## src/sarsq_cfg.svh

```systemverilog
`ifndef SARSQ_CFG_SVH
`define SARSQ_CFG_SVH
// What this block does
// - sample-hold ticks then ten conversion ticks
// - conversion clock is bus clock over 2..128
// - reset to 10-bit; low-res zeroes top bits
// - dma size 16-bit, 8-bit in low-res
// - done result goes to channel, last, flags
// - dma request on each data-ready rise
// - masked done or ready flags raise interrupt
// - channel data reads clear done; last result read clears done and ready
// - unread channel result overwritten sets overrun
// - new result while ready sets global overrun
// - status read clears all overrun flags
// - start bit write launches a sequence
// - selected hardware trigger rising edge starts
// - software start still works with hardware
// - one trigger converts all enabled, idles
// - enable and disable writes set channel state
// - dma only for enabled channel results
// - sleep: wake, wait, convert, power down
// - sleep: triggers during a sequence ignored
// - hold sample for field plus one ticks
// - wake wait is field plus one times eight
// - trigger enable low ignores hardware triggers

// register byte offsets
`define SARSQ_OFS_CMD 8'h00
`define SARSQ_OFS_CFG 8'h04
`define SARSQ_OFS_CHEN 8'h10
`define SARSQ_OFS_CHDIS 8'h14
`define SARSQ_OFS_CHSTAT 8'h18
`define SARSQ_OFS_FLAGS 8'h1C
`define SARSQ_OFS_LAST 8'h20
`define SARSQ_OFS_IEN 8'h24
`define SARSQ_OFS_IDIS 8'h28
`define SARSQ_OFS_IMASK 8'h2C
`define SARSQ_OFS_CDR0 8'h30
// command bits
`define SARSQ_CMD_SWRST 0
`define SARSQ_CMD_START 1
// config fields
`define SARSQ_CFG_HW_TRIGGER_ENABLE 0
`define SARSQ_CFG_HW_TRIGGER_SELECT_LSB 1
`define SARSQ_CFG_LOW_RESOLUTION_SELECT 4
`define SARSQ_CFG_SLEEP 5
`define SARSQ_CFG_DIV_LSB 8
`define SARSQ_CFG_SU_LSB 16
`define SARSQ_CFG_SH_LSB 24
`define SARSQ_CFG_MASK 32'h0F7F3F3F
`define SARSQ_CFG_RESET 32'h00000000
// status fields
`define SARSQ_SR_OVRE_LSB 8
`define SARSQ_SR_RESULT_READY_FLAG 16
`define SARSQ_SR_GLOBAL_OVERRUN_FLAG 17
// timing, in conversion clock ticks, and the external trigger select code
`define SARSQ_CONV_TICKS 10'h00A
`define SARSQ_TRG_EXT 3'h6
`endif

```

## src/sarsq_pkg.sv

```systemverilog
package sarsq_pkg;
  // sequencer states
  typedef enum logic [1:0] {
    sarsq_idle = 2'b00,
    sarsq_wake = 2'b01,
    sarsq_hold = 2'b10,
    sarsq_conv = 2'b11
  } sarsq_state_e;
endpackage

```

## src/sarsq_ctrl.sv

```systemverilog
// Implementation choices: the placing of the registers and the plain strobed port.
`timescale 1ns/1ps
`default_nettype none
`include "sarsq_cfg.svh"
module sarsq_ctrl #(
  parameter int NCH = 8
) (
  input wire logic core_clk,
  input wire logic reset,
  input wire logic [7:0] reg_addr,
  input wire logic [31:0] reg_wdata,
  input wire logic reg_write,
  input wire logic reg_read,
  output logic [31:0] reg_rdata,
  input wire logic [5:0] timer_waveform_output,
  input wire logic ext_trigger,
  output logic cell_power_on,
  output logic cell_clk_en,
  output logic conv_tick,
  output logic [$clog2(NCH)-1:0] cell_channel,
  output logic cell_sample,
  output logic cell_convert,
  input wire logic [9:0] cell_result,
  output logic dma_req,
  output logic dma_size_8bit,
  output logic irq
);
  localparam int CHW = $clog2(NCH);

  // lowest enabled channel at or above from; msb says one was found
  function automatic logic [CHW:0] next_chan(input logic [NCH-1:0] mask,
                                             input logic [CHW:0] from);
    logic [CHW:0] r;
    r = '0;
    for (int i = NCH - 1; i >= 0; i--) begin
      if (mask[i] && i >= int'(from)) r = {1'b1, i[CHW-1:0]};
    end
    return r;
  endfunction

  // command decode: pulses only, nothing stored
  logic wr_cmd;
  logic sw_reset;
  logic sw_start;
  logic clr; // hard or software reset
  assign wr_cmd = reg_write && (reg_addr == `SARSQ_OFS_CMD);
  assign sw_reset = wr_cmd && reg_wdata[`SARSQ_CMD_SWRST];
  assign sw_start = wr_cmd && reg_wdata[`SARSQ_CMD_START];
  assign clr = reset || sw_reset;

  // mode word
  logic [31:0] config_reg;
  always_ff @(posedge core_clk) begin
    if (clr) begin
      config_reg <= `SARSQ_CFG_RESET;
    end else if (reg_write && reg_addr == `SARSQ_OFS_CFG) begin
      config_reg <= reg_wdata & `SARSQ_CFG_MASK;
    end
  end

  logic [3:0] sample_hold_cycles;
  logic [6:0] startup_field;
  logic [5:0] conv_clock_divider;
  assign sample_hold_cycles = config_reg[`SARSQ_CFG_SH_LSB +: 4];
  assign startup_field = config_reg[`SARSQ_CFG_SU_LSB +: 7];
  assign conv_clock_divider = config_reg[`SARSQ_CFG_DIV_LSB +: 6];

  // channel enable state, set and clear by separate writes
  logic [NCH-1:0] chan_en_reg;
  always_ff @(posedge core_clk) begin
    if (clr) begin
      chan_en_reg <= '0;
    end else if (reg_write && reg_addr == `SARSQ_OFS_CHEN) begin
      chan_en_reg <= chan_en_reg | reg_wdata[NCH-1:0];
    end else if (reg_write && reg_addr == `SARSQ_OFS_CHDIS) begin
      chan_en_reg <= chan_en_reg & ~reg_wdata[NCH-1:0];
    end
  end

  // trigger synchronisers; stage 3 only feeds the edge detector
  logic [6:0] trg_s1_reg;
  logic [6:0] trg_s2_reg;
  logic [6:0] trg_s3_reg;
  always_ff @(posedge core_clk) begin
    if (reset) begin
      trg_s1_reg <= '0;
      trg_s2_reg <= '0;
      trg_s3_reg <= '0;
    end else begin
      trg_s1_reg <= {ext_trigger, timer_waveform_output};
      trg_s2_reg <= trg_s1_reg;
      trg_s3_reg <= trg_s2_reg;
    end
  end

  // sequencer state
  sarsq_pkg::sarsq_state_e state_reg;
  logic [CHW-1:0] ch_reg; // channel being converted
  logic [9:0] tmr_reg; // ticks spent in the current state
  logic [NCH-1:0] cap_en_reg;
  logic cap_low_resolution_select_reg;
  logic cap_sleep_reg;
  logic cap_hw_trigger_enable_reg;
  logic [2:0] cap_sel_reg;
  logic pend_reg; // normal mode start seen while busy
  logic busy;
  assign busy = state_reg != sarsq_pkg::sarsq_idle;

  // trigger selection follows the captured settings while busy
  logic act_hw_trigger_enable;
  logic [2:0] act_sel;
  logic hw_edge;
  logic start_req;
  logic go;
  assign act_hw_trigger_enable = busy ? cap_hw_trigger_enable_reg : config_reg[`SARSQ_CFG_HW_TRIGGER_ENABLE];
  assign act_sel = busy ? cap_sel_reg : config_reg[`SARSQ_CFG_HW_TRIGGER_SELECT_LSB +: 3];
  // code 7 selects nothing; trigger enable low masks all hardware edges
  assign hw_edge = act_hw_trigger_enable && act_sel <= `SARSQ_TRG_EXT &&
                   trg_s2_reg[act_sel] && !trg_s3_reg[act_sel];
  assign start_req = sw_start || hw_edge;
  assign go = !busy && (start_req || pend_reg);

  // conversion clock divider: one tick every (div+1)*2 bus cycles
  logic [6:0] div_cnt_reg;
  logic tick;
  assign tick = busy && div_cnt_reg == {conv_clock_divider, 1'b1};
  always_ff @(posedge core_clk) begin
    if (clr || !busy || tick) begin
      div_cnt_reg <= '0; // stopped while idle
    end else begin
      div_cnt_reg <= div_cnt_reg + 7'h01;
    end
  end

  logic [CHW:0] first_ch;
  logic [CHW:0] nxt_ch;
  logic conv_done;
  assign first_ch = next_chan(chan_en_reg, '0);
  assign nxt_ch = next_chan(cap_en_reg, (CHW+1)'({1'b0, ch_reg} + 1'b1));
  assign conv_done = state_reg == sarsq_pkg::sarsq_conv && tick &&
                     tmr_reg == `SARSQ_CONV_TICKS - 10'h001;

  // sequence walk
  always_ff @(posedge core_clk) begin
    if (clr) begin
      state_reg <= sarsq_pkg::sarsq_idle;
      ch_reg <= '0;
      tmr_reg <= '0;
    end else begin
      unique case (state_reg)
        sarsq_pkg::sarsq_idle: begin
          // an empty channel set simply swallows the start
          if (go && first_ch[CHW]) begin
            ch_reg <= first_ch[CHW-1:0];
            tmr_reg <= '0;
            state_reg <= config_reg[`SARSQ_CFG_SLEEP] ? sarsq_pkg::sarsq_wake
                                                      : sarsq_pkg::sarsq_hold;
          end
        end
        sarsq_pkg::sarsq_wake: begin
          // cell start-up wait, (field+1)*8 ticks
          if (tick) begin
            if (tmr_reg == {startup_field, 3'h7}) begin
              tmr_reg <= '0;
              state_reg <= sarsq_pkg::sarsq_hold;
            end else begin
              tmr_reg <= tmr_reg + 10'h001;
            end
          end
        end
        sarsq_pkg::sarsq_hold: begin
          if (tick) begin
            if (tmr_reg == {6'h00, sample_hold_cycles}) begin
              tmr_reg <= '0;
              state_reg <= sarsq_pkg::sarsq_conv;
            end else begin
              tmr_reg <= tmr_reg + 10'h001;
            end
          end
        end
        sarsq_pkg::sarsq_conv: begin
          if (conv_done) begin
            tmr_reg <= '0;
            if (nxt_ch[CHW]) begin
              ch_reg <= nxt_ch[CHW-1:0];
              state_reg <= sarsq_pkg::sarsq_hold;
            end else begin
              state_reg <= sarsq_pkg::sarsq_idle;
            end
          end else if (tick) begin
            tmr_reg <= tmr_reg + 10'h001;
          end
        end
      endcase
    end
  end

  // channel set, resolution, sleep and trigger settings frozen for the whole sequence
  always_ff @(posedge core_clk) begin
    if (clr) begin
      cap_en_reg <= '0;
      cap_low_resolution_select_reg <= 1'b0;
      cap_sleep_reg <= 1'b0;
      cap_hw_trigger_enable_reg <= 1'b0;
      cap_sel_reg <= '0;
    end else if (go) begin
      cap_en_reg <= chan_en_reg;
      cap_low_resolution_select_reg <= config_reg[`SARSQ_CFG_LOW_RESOLUTION_SELECT];
      cap_sleep_reg <= config_reg[`SARSQ_CFG_SLEEP];
      cap_hw_trigger_enable_reg <= config_reg[`SARSQ_CFG_HW_TRIGGER_ENABLE];
      cap_sel_reg <= config_reg[`SARSQ_CFG_HW_TRIGGER_SELECT_LSB +: 3];
    end
  end

  // normal mode remembers one start during a sequence; sleep mode drops it
  always_ff @(posedge core_clk) begin
    if (clr || !busy) begin
      pend_reg <= 1'b0;
    end else if (start_req && !cap_sleep_reg) begin
      pend_reg <= 1'b1;
    end
  end

  // result storage
  logic [9:0] result_val;
  logic [9:0] chan_data_reg [NCH];
  logic [9:0] last_data_reg;
  logic [CHW-1:0] last_ch_reg;
  assign result_val = cap_low_resolution_select_reg ? {2'b00, cell_result[9:2]} : cell_result;
  always_ff @(posedge core_clk) begin
    if (clr) begin
      for (int i = 0; i < NCH; i++) chan_data_reg[i] <= '0;
      last_data_reg <= '0;
      last_ch_reg <= '0;
    end else if (conv_done) begin
      chan_data_reg[ch_reg] <= result_val;
      last_data_reg <= result_val;
      last_ch_reg <= ch_reg;
    end
  end

  // read side effects
  logic [7:0] cdr_off;
  logic cdr_hit;
  logic rd_last;
  logic rd_sr;
  assign cdr_off = reg_addr - `SARSQ_OFS_CDR0;
  assign cdr_hit = reg_addr >= `SARSQ_OFS_CDR0 && int'(cdr_off[7:2]) < NCH &&
                   cdr_off[1:0] == 2'b00;
  assign rd_last = reg_read && reg_addr == `SARSQ_OFS_LAST;
  assign rd_sr = reg_read && reg_addr == `SARSQ_OFS_FLAGS;

  // flags: a new result always beats a same-cycle read clear
  logic [NCH-1:0] eoc_reg;
  logic [NCH-1:0] ovre_reg;
  logic result_ready_flag_reg;
  logic global_overrun_flag_reg;
  logic [NCH-1:0] eoc_clr;
  logic [NCH-1:0] done_hot;
  logic result_ready_flag_next;
  always_comb begin
    eoc_clr = '0;
    done_hot = '0;
    if (reg_read && cdr_hit) eoc_clr[cdr_off[2 +: CHW]] = 1'b1;
    if (rd_last) eoc_clr[last_ch_reg] = 1'b1;
    if (conv_done) done_hot[ch_reg] = 1'b1;
  end
  assign result_ready_flag_next = conv_done || (result_ready_flag_reg && !rd_last);
  always_ff @(posedge core_clk) begin
    if (clr) begin
      eoc_reg <= '0;
      ovre_reg <= '0;
      result_ready_flag_reg <= 1'b0;
      global_overrun_flag_reg <= 1'b0;
    end else begin
      eoc_reg <= (eoc_reg & ~eoc_clr) | done_hot;
      result_ready_flag_reg <= result_ready_flag_next;
      ovre_reg <= (ovre_reg & ~{NCH{rd_sr}}) | (done_hot & eoc_reg);
      global_overrun_flag_reg <= (global_overrun_flag_reg && !rd_sr) || (conv_done && result_ready_flag_reg);
    end
  end

  // dma: one request per data-ready rise, enabled channels only
  always_ff @(posedge core_clk) begin
    if (clr) begin
      dma_req <= 1'b0;
    end else begin
      dma_req <= result_ready_flag_next && !result_ready_flag_reg && cap_en_reg[ch_reg];
    end
  end
  assign dma_size_8bit = cap_low_resolution_select_reg;

  // interrupt mask and request
  logic [31:0] sr_val;
  logic [17:0] imask_reg;
  always_comb begin
    sr_val = '0;
    sr_val[NCH-1:0] = eoc_reg;
    sr_val[`SARSQ_SR_OVRE_LSB +: NCH] = ovre_reg;
    sr_val[`SARSQ_SR_RESULT_READY_FLAG] = result_ready_flag_reg;
    sr_val[`SARSQ_SR_GLOBAL_OVERRUN_FLAG] = global_overrun_flag_reg;
  end
  always_ff @(posedge core_clk) begin
    if (clr) begin
      imask_reg <= '0;
      irq <= 1'b0;
    end else begin
      if (reg_write && reg_addr == `SARSQ_OFS_IEN) imask_reg <= imask_reg | reg_wdata[17:0];
      if (reg_write && reg_addr == `SARSQ_OFS_IDIS) imask_reg <= imask_reg & ~reg_wdata[17:0];
      irq <= |(sr_val[17:0] & imask_reg);
    end
  end

  // read mux; write-only and unmapped words read zero
  logic [31:0] rd_val;
  always_comb begin
    case (reg_addr)
      `SARSQ_OFS_CFG: rd_val = config_reg;
      `SARSQ_OFS_CHSTAT: rd_val = 32'(chan_en_reg);
      `SARSQ_OFS_FLAGS: rd_val = sr_val;
      `SARSQ_OFS_LAST: rd_val = {22'h000000, last_data_reg};
      `SARSQ_OFS_IMASK: rd_val = {14'h0000, imask_reg};
      default: rd_val = cdr_hit ? {22'h000000, chan_data_reg[cdr_off[2 +: CHW]]} : '0;
    endcase
  end
  always_ff @(posedge core_clk) begin
    if (reset) begin
      reg_rdata <= '0;
    end else begin
      reg_rdata <= reg_read ? rd_val : '0; // valid only the cycle after the strobe
    end
  end

  // analog cell controls; sleep mode powers the cell only while busy
  assign cell_power_on = busy || !config_reg[`SARSQ_CFG_SLEEP];
  assign cell_clk_en = busy;
  assign conv_tick = tick;
  assign cell_channel = ch_reg;
  assign cell_sample = state_reg == sarsq_pkg::sarsq_hold;
  assign cell_convert = state_reg == sarsq_pkg::sarsq_conv;
endmodule
`default_nettype wire

```

## config.mk

```make
export PLATFORM = sky130hd
export DESIGN_NAME = sarsq_ctrl
export DESIGN_NICKNAME = d
export VERILOG_FILES = /design/src/sarsq_pkg.sv /design/src/sarsq_ctrl.sv
export VERILOG_INCLUDE_DIRS = /design/src /design/src/src
export SDC_FILE = /design/constraint.sdc
export NUM_CORES = 1
export LEC_CHECK = 0
export BUFFER_PORTS_ARGS = -buffer_cell sky130_fd_sc_hd__buf_2
export CAP_MARGIN = 10
export CORE_AREA = 2 2 182 184
export CTS_BUF_LIST = sky130_fd_sc_hd__clkbuf_4
export DETAILED_ROUTE_END_ITERATION = 16
export DIE_AREA = 0 0 184 186
export GPL_TIMING_DRIVEN = 0
export PLACE_DENSITY_LB_ADDON = 0.05
export SYNTH_ARGS = -nofsm -noshare
export SYNTH_HDL_FRONTEND = slang
export SYNTH_SLANG_ARGS = --single-unit
```

## constraint.sdc

```tcl
create_clock -name core_clk -period 8.9 [get_ports core_clk]
set_clock_uncertainty 0.1 [all_clocks]
set_input_delay 2.225 -clock core_clk [delete_from_list [all_inputs] [get_ports core_clk]]
set_output_delay 2.225 -clock core_clk [all_outputs]
set_load 0.02 [all_outputs]
```

==> run metrics <==
status complete, no violations; maximum vdd ir drop 0.0000952 V; area post-placement 12,200 sq um; IO Count 104; Cell Rows 66; Worst-Margin Slew 1.27 ns; Worst Hold Class reg2reg; DR DRC count 0; Crit-path slowest cell clkbuf_1; critical path peak fanout 11; P&R area growth vs syn 18.5%; leading cell type in the layout, fill and taps excluded dfxtp_1; TritonCTS Buffers 71; final setup violating endpoints 0; Max Cap Viol 0; Max transition margin 12.6%; leakage 0.00472 uW; FF-to-FF setup slack 5.27 ns; Buf+Inv Stages, Crit Path 4; most frequent cells in the layout dfxtp_1 (167), nor2_1 (141), nand2_1 (110); EDFF count, synth 80; CP required 9.21 ns; YS warnings 0; NumNets Final 1,374; Max Transition Viols Final 0; clock slew at reported path FFs 0.06 ns; Clock Sinks 247; CP Capture Type register; kind of launch point of the worst setup path primary input; die height 186 microns; drt first pass iters 6; global-route wire length before repair 57,700 microns; wire length per cell 21.7 microns; CORE AREA 32,200 sq um; CP max stage delay 0.61 ns; number of DRC markers in iteration 0 832; Syn Area/Cell 9.84 sq um; TritonCTS clock tree yes; Netlist cell types 70; GRT overflow 0; Resized Gates After CTS 0; register area share after synthesis 51.8%; total negative setup slack 0 ns; largest net degree at the start of global routing 12; ANT nets after route 0; Initial Util 34.5%; layout cells sized above 1 19.4%; postcts setup bufs 0; Highest Clock Rate 0.173 GHz; final hold violation count 0; worst path cell trace buf_2, inv_1, clkbuf_1, ha_1, or3b_2, nor3_1, a21oi_1, nand2_1, or3_1, clkbuf_1, nor2_1; drt via density 5.40; FF-to-FF Start state_reg[1]; RSZ-0062 raised after global routing false; I/O Buffers 91; WS Path Type in2reg; Post-synth ARST share 0%; CP Capture Point chan_data_reg[1][8]; fin area 13,200 sq um; Crit path depth 11; htree depth 3; R2R depth 9; die area 34,200 sq um; fin crit period 5.80 ns; DP HPWL 27,900 microns; total global-route track usage 22.8%; crit path DAT 6.11 ns; ys flop type dfxtp_1; CTS max path bufs 3; WL final 38,200 microns; synthesized cell area 11,100 sq um; crit-path leading delay family simple AND/OR/NAND/NOR gates; Skew-Pair Late Insertion Delay 0.75 ns; via count 9,523; number of global-route vias before repair 9,115; gp weighted congestion 0.868; RR Endpoint chan_data_reg[4][1]; Cell Pwr Density 189 nW/um^2; clock root cell clkbuf_4; initial antenna violation count 1; post-synthesis cell count 1,128; most used cell, CP clkbuf_1; Hold Buf Count CTS 0; Yosys reg bits 247; launch point of the worst path reg_addr[4]; period utilization 65.1%; Die Wd 184 microns
==> layout make-up <==
type	instances	area, sq um
clock inverters	15	188
clock buffers	107	803
inverters	28	105
plain buffers	84	344
diodes	1	2.50
fillers	3279	19100
multi-input cells	773	4930
flip-flops and latches	247	5750
repair buffers	100	523
well taps	408	510
==> through the flow <==
step	worst slack, ns	util [%]	hold slack [ns]	total power, uW	std cells
floorplan	3.94	-	0.311	1270	1132
global placement	2.31	37.5	0.319	1330	1631
detailed placement	2.34	37.8	0.320	1330	1640
CTS	3.10	40.8	0.337	2520	1762
global route	2.84	40.8	0.353	2600	1763
finish	3.10	40.8	0.330	2490	1763
==> worst min path at each step <==
stage | startpoint | endpoint | slack [ns] | depth (start not counted)
2_1_floorplan | trg_s2_reg[4] | trg_s3_reg[4] | 0.31 | 2
3_3_place_gp | trg_s1_reg[6] | trg_s2_reg[6] | 0.32 | 1
3_5_place_dp | trg_s1_reg[0] | trg_s2_reg[0] | 0.32 | 1
4_1_cts | trg_s2_reg[4] | trg_s3_reg[4] | 0.34 | 2
5_1_grt | trg_s1_reg[1] | trg_s2_reg[1] | 0.35 | 1
6_report | trg_s2_reg[4] | trg_s3_reg[4] | 0.33 | 2
==> cell families after synthesis <==
family / Yosys count / synth area share (%)
compound gates: 273 / 16.7
xor+xnor: 22 / 1.74
fa+ha+maj: 8 / 0.902
simple gates: 418 / 18.1
other cells: 1 / 0.0338
buf+inv: 112 / 4.05
flops: 247 / 51.8
mux: 47 / 6.72
==> synth_stat cells (all sizes together), types with 8 or more instances <==
master	instances	area, sq um
nand2	110	413
buf	16	88.8
dfxtp	167	3340
or3	17	106
o22ai	11	68.8
mux2i	25	250
and3	13	82.6
nor2b	26	163
xor2	16	140
a221oi	8	70.1
a211oi	23	173
a311oi	21	201
a31oi	8	50.1
mux4	22	495
clkbuf	68	255
inv	28	105
nor3	14	70.1
o21ai	49	245
nand2b	15	93.8
nor2	141	529
nand3	30	150
a21o	13	97.6
ha	8	100
a22oi	17	128
edfxtp	80	2400
a222oi	10	100
a21oi	72	360
==> worst register-to-register path, delay by kind of cell, from the launching register on <==
| kind | cells | cell delay, ns |
|---|---|---|
| DFF | 1 | 0.42 |
| AOI/OAI and AO/OA | 1 | 0.38 |
| and+or+nand+nor | 4 | 0.89 |
| buffers and inverters | 4 | 1.50 |
==> power breakdown <==
group / leakage (uW) / internal [uW] / switching, uW / total (uW)
registers: 0.00211 / 1180 / 6.16 / 1190
clock network: 0.000581 / 689 / 496 / 1190
logic: 0.00203 / 41.0 / 75.6 / 117
total: 0.00472 / 1910 / 578 / 2490
==> routing by layer <==
metal	vias to the layer above	share of wire [%]	wire, microns	track usage [%]
li1	4537	-	-	-
met1	4558	48	18200	32.7
met2	385	43	16600	34.0
met3	43	7.3	2780	5.26
met4	0	1.8	682	7.20
met5	-	0	0	0
Power figures use the tool's default switching activity.
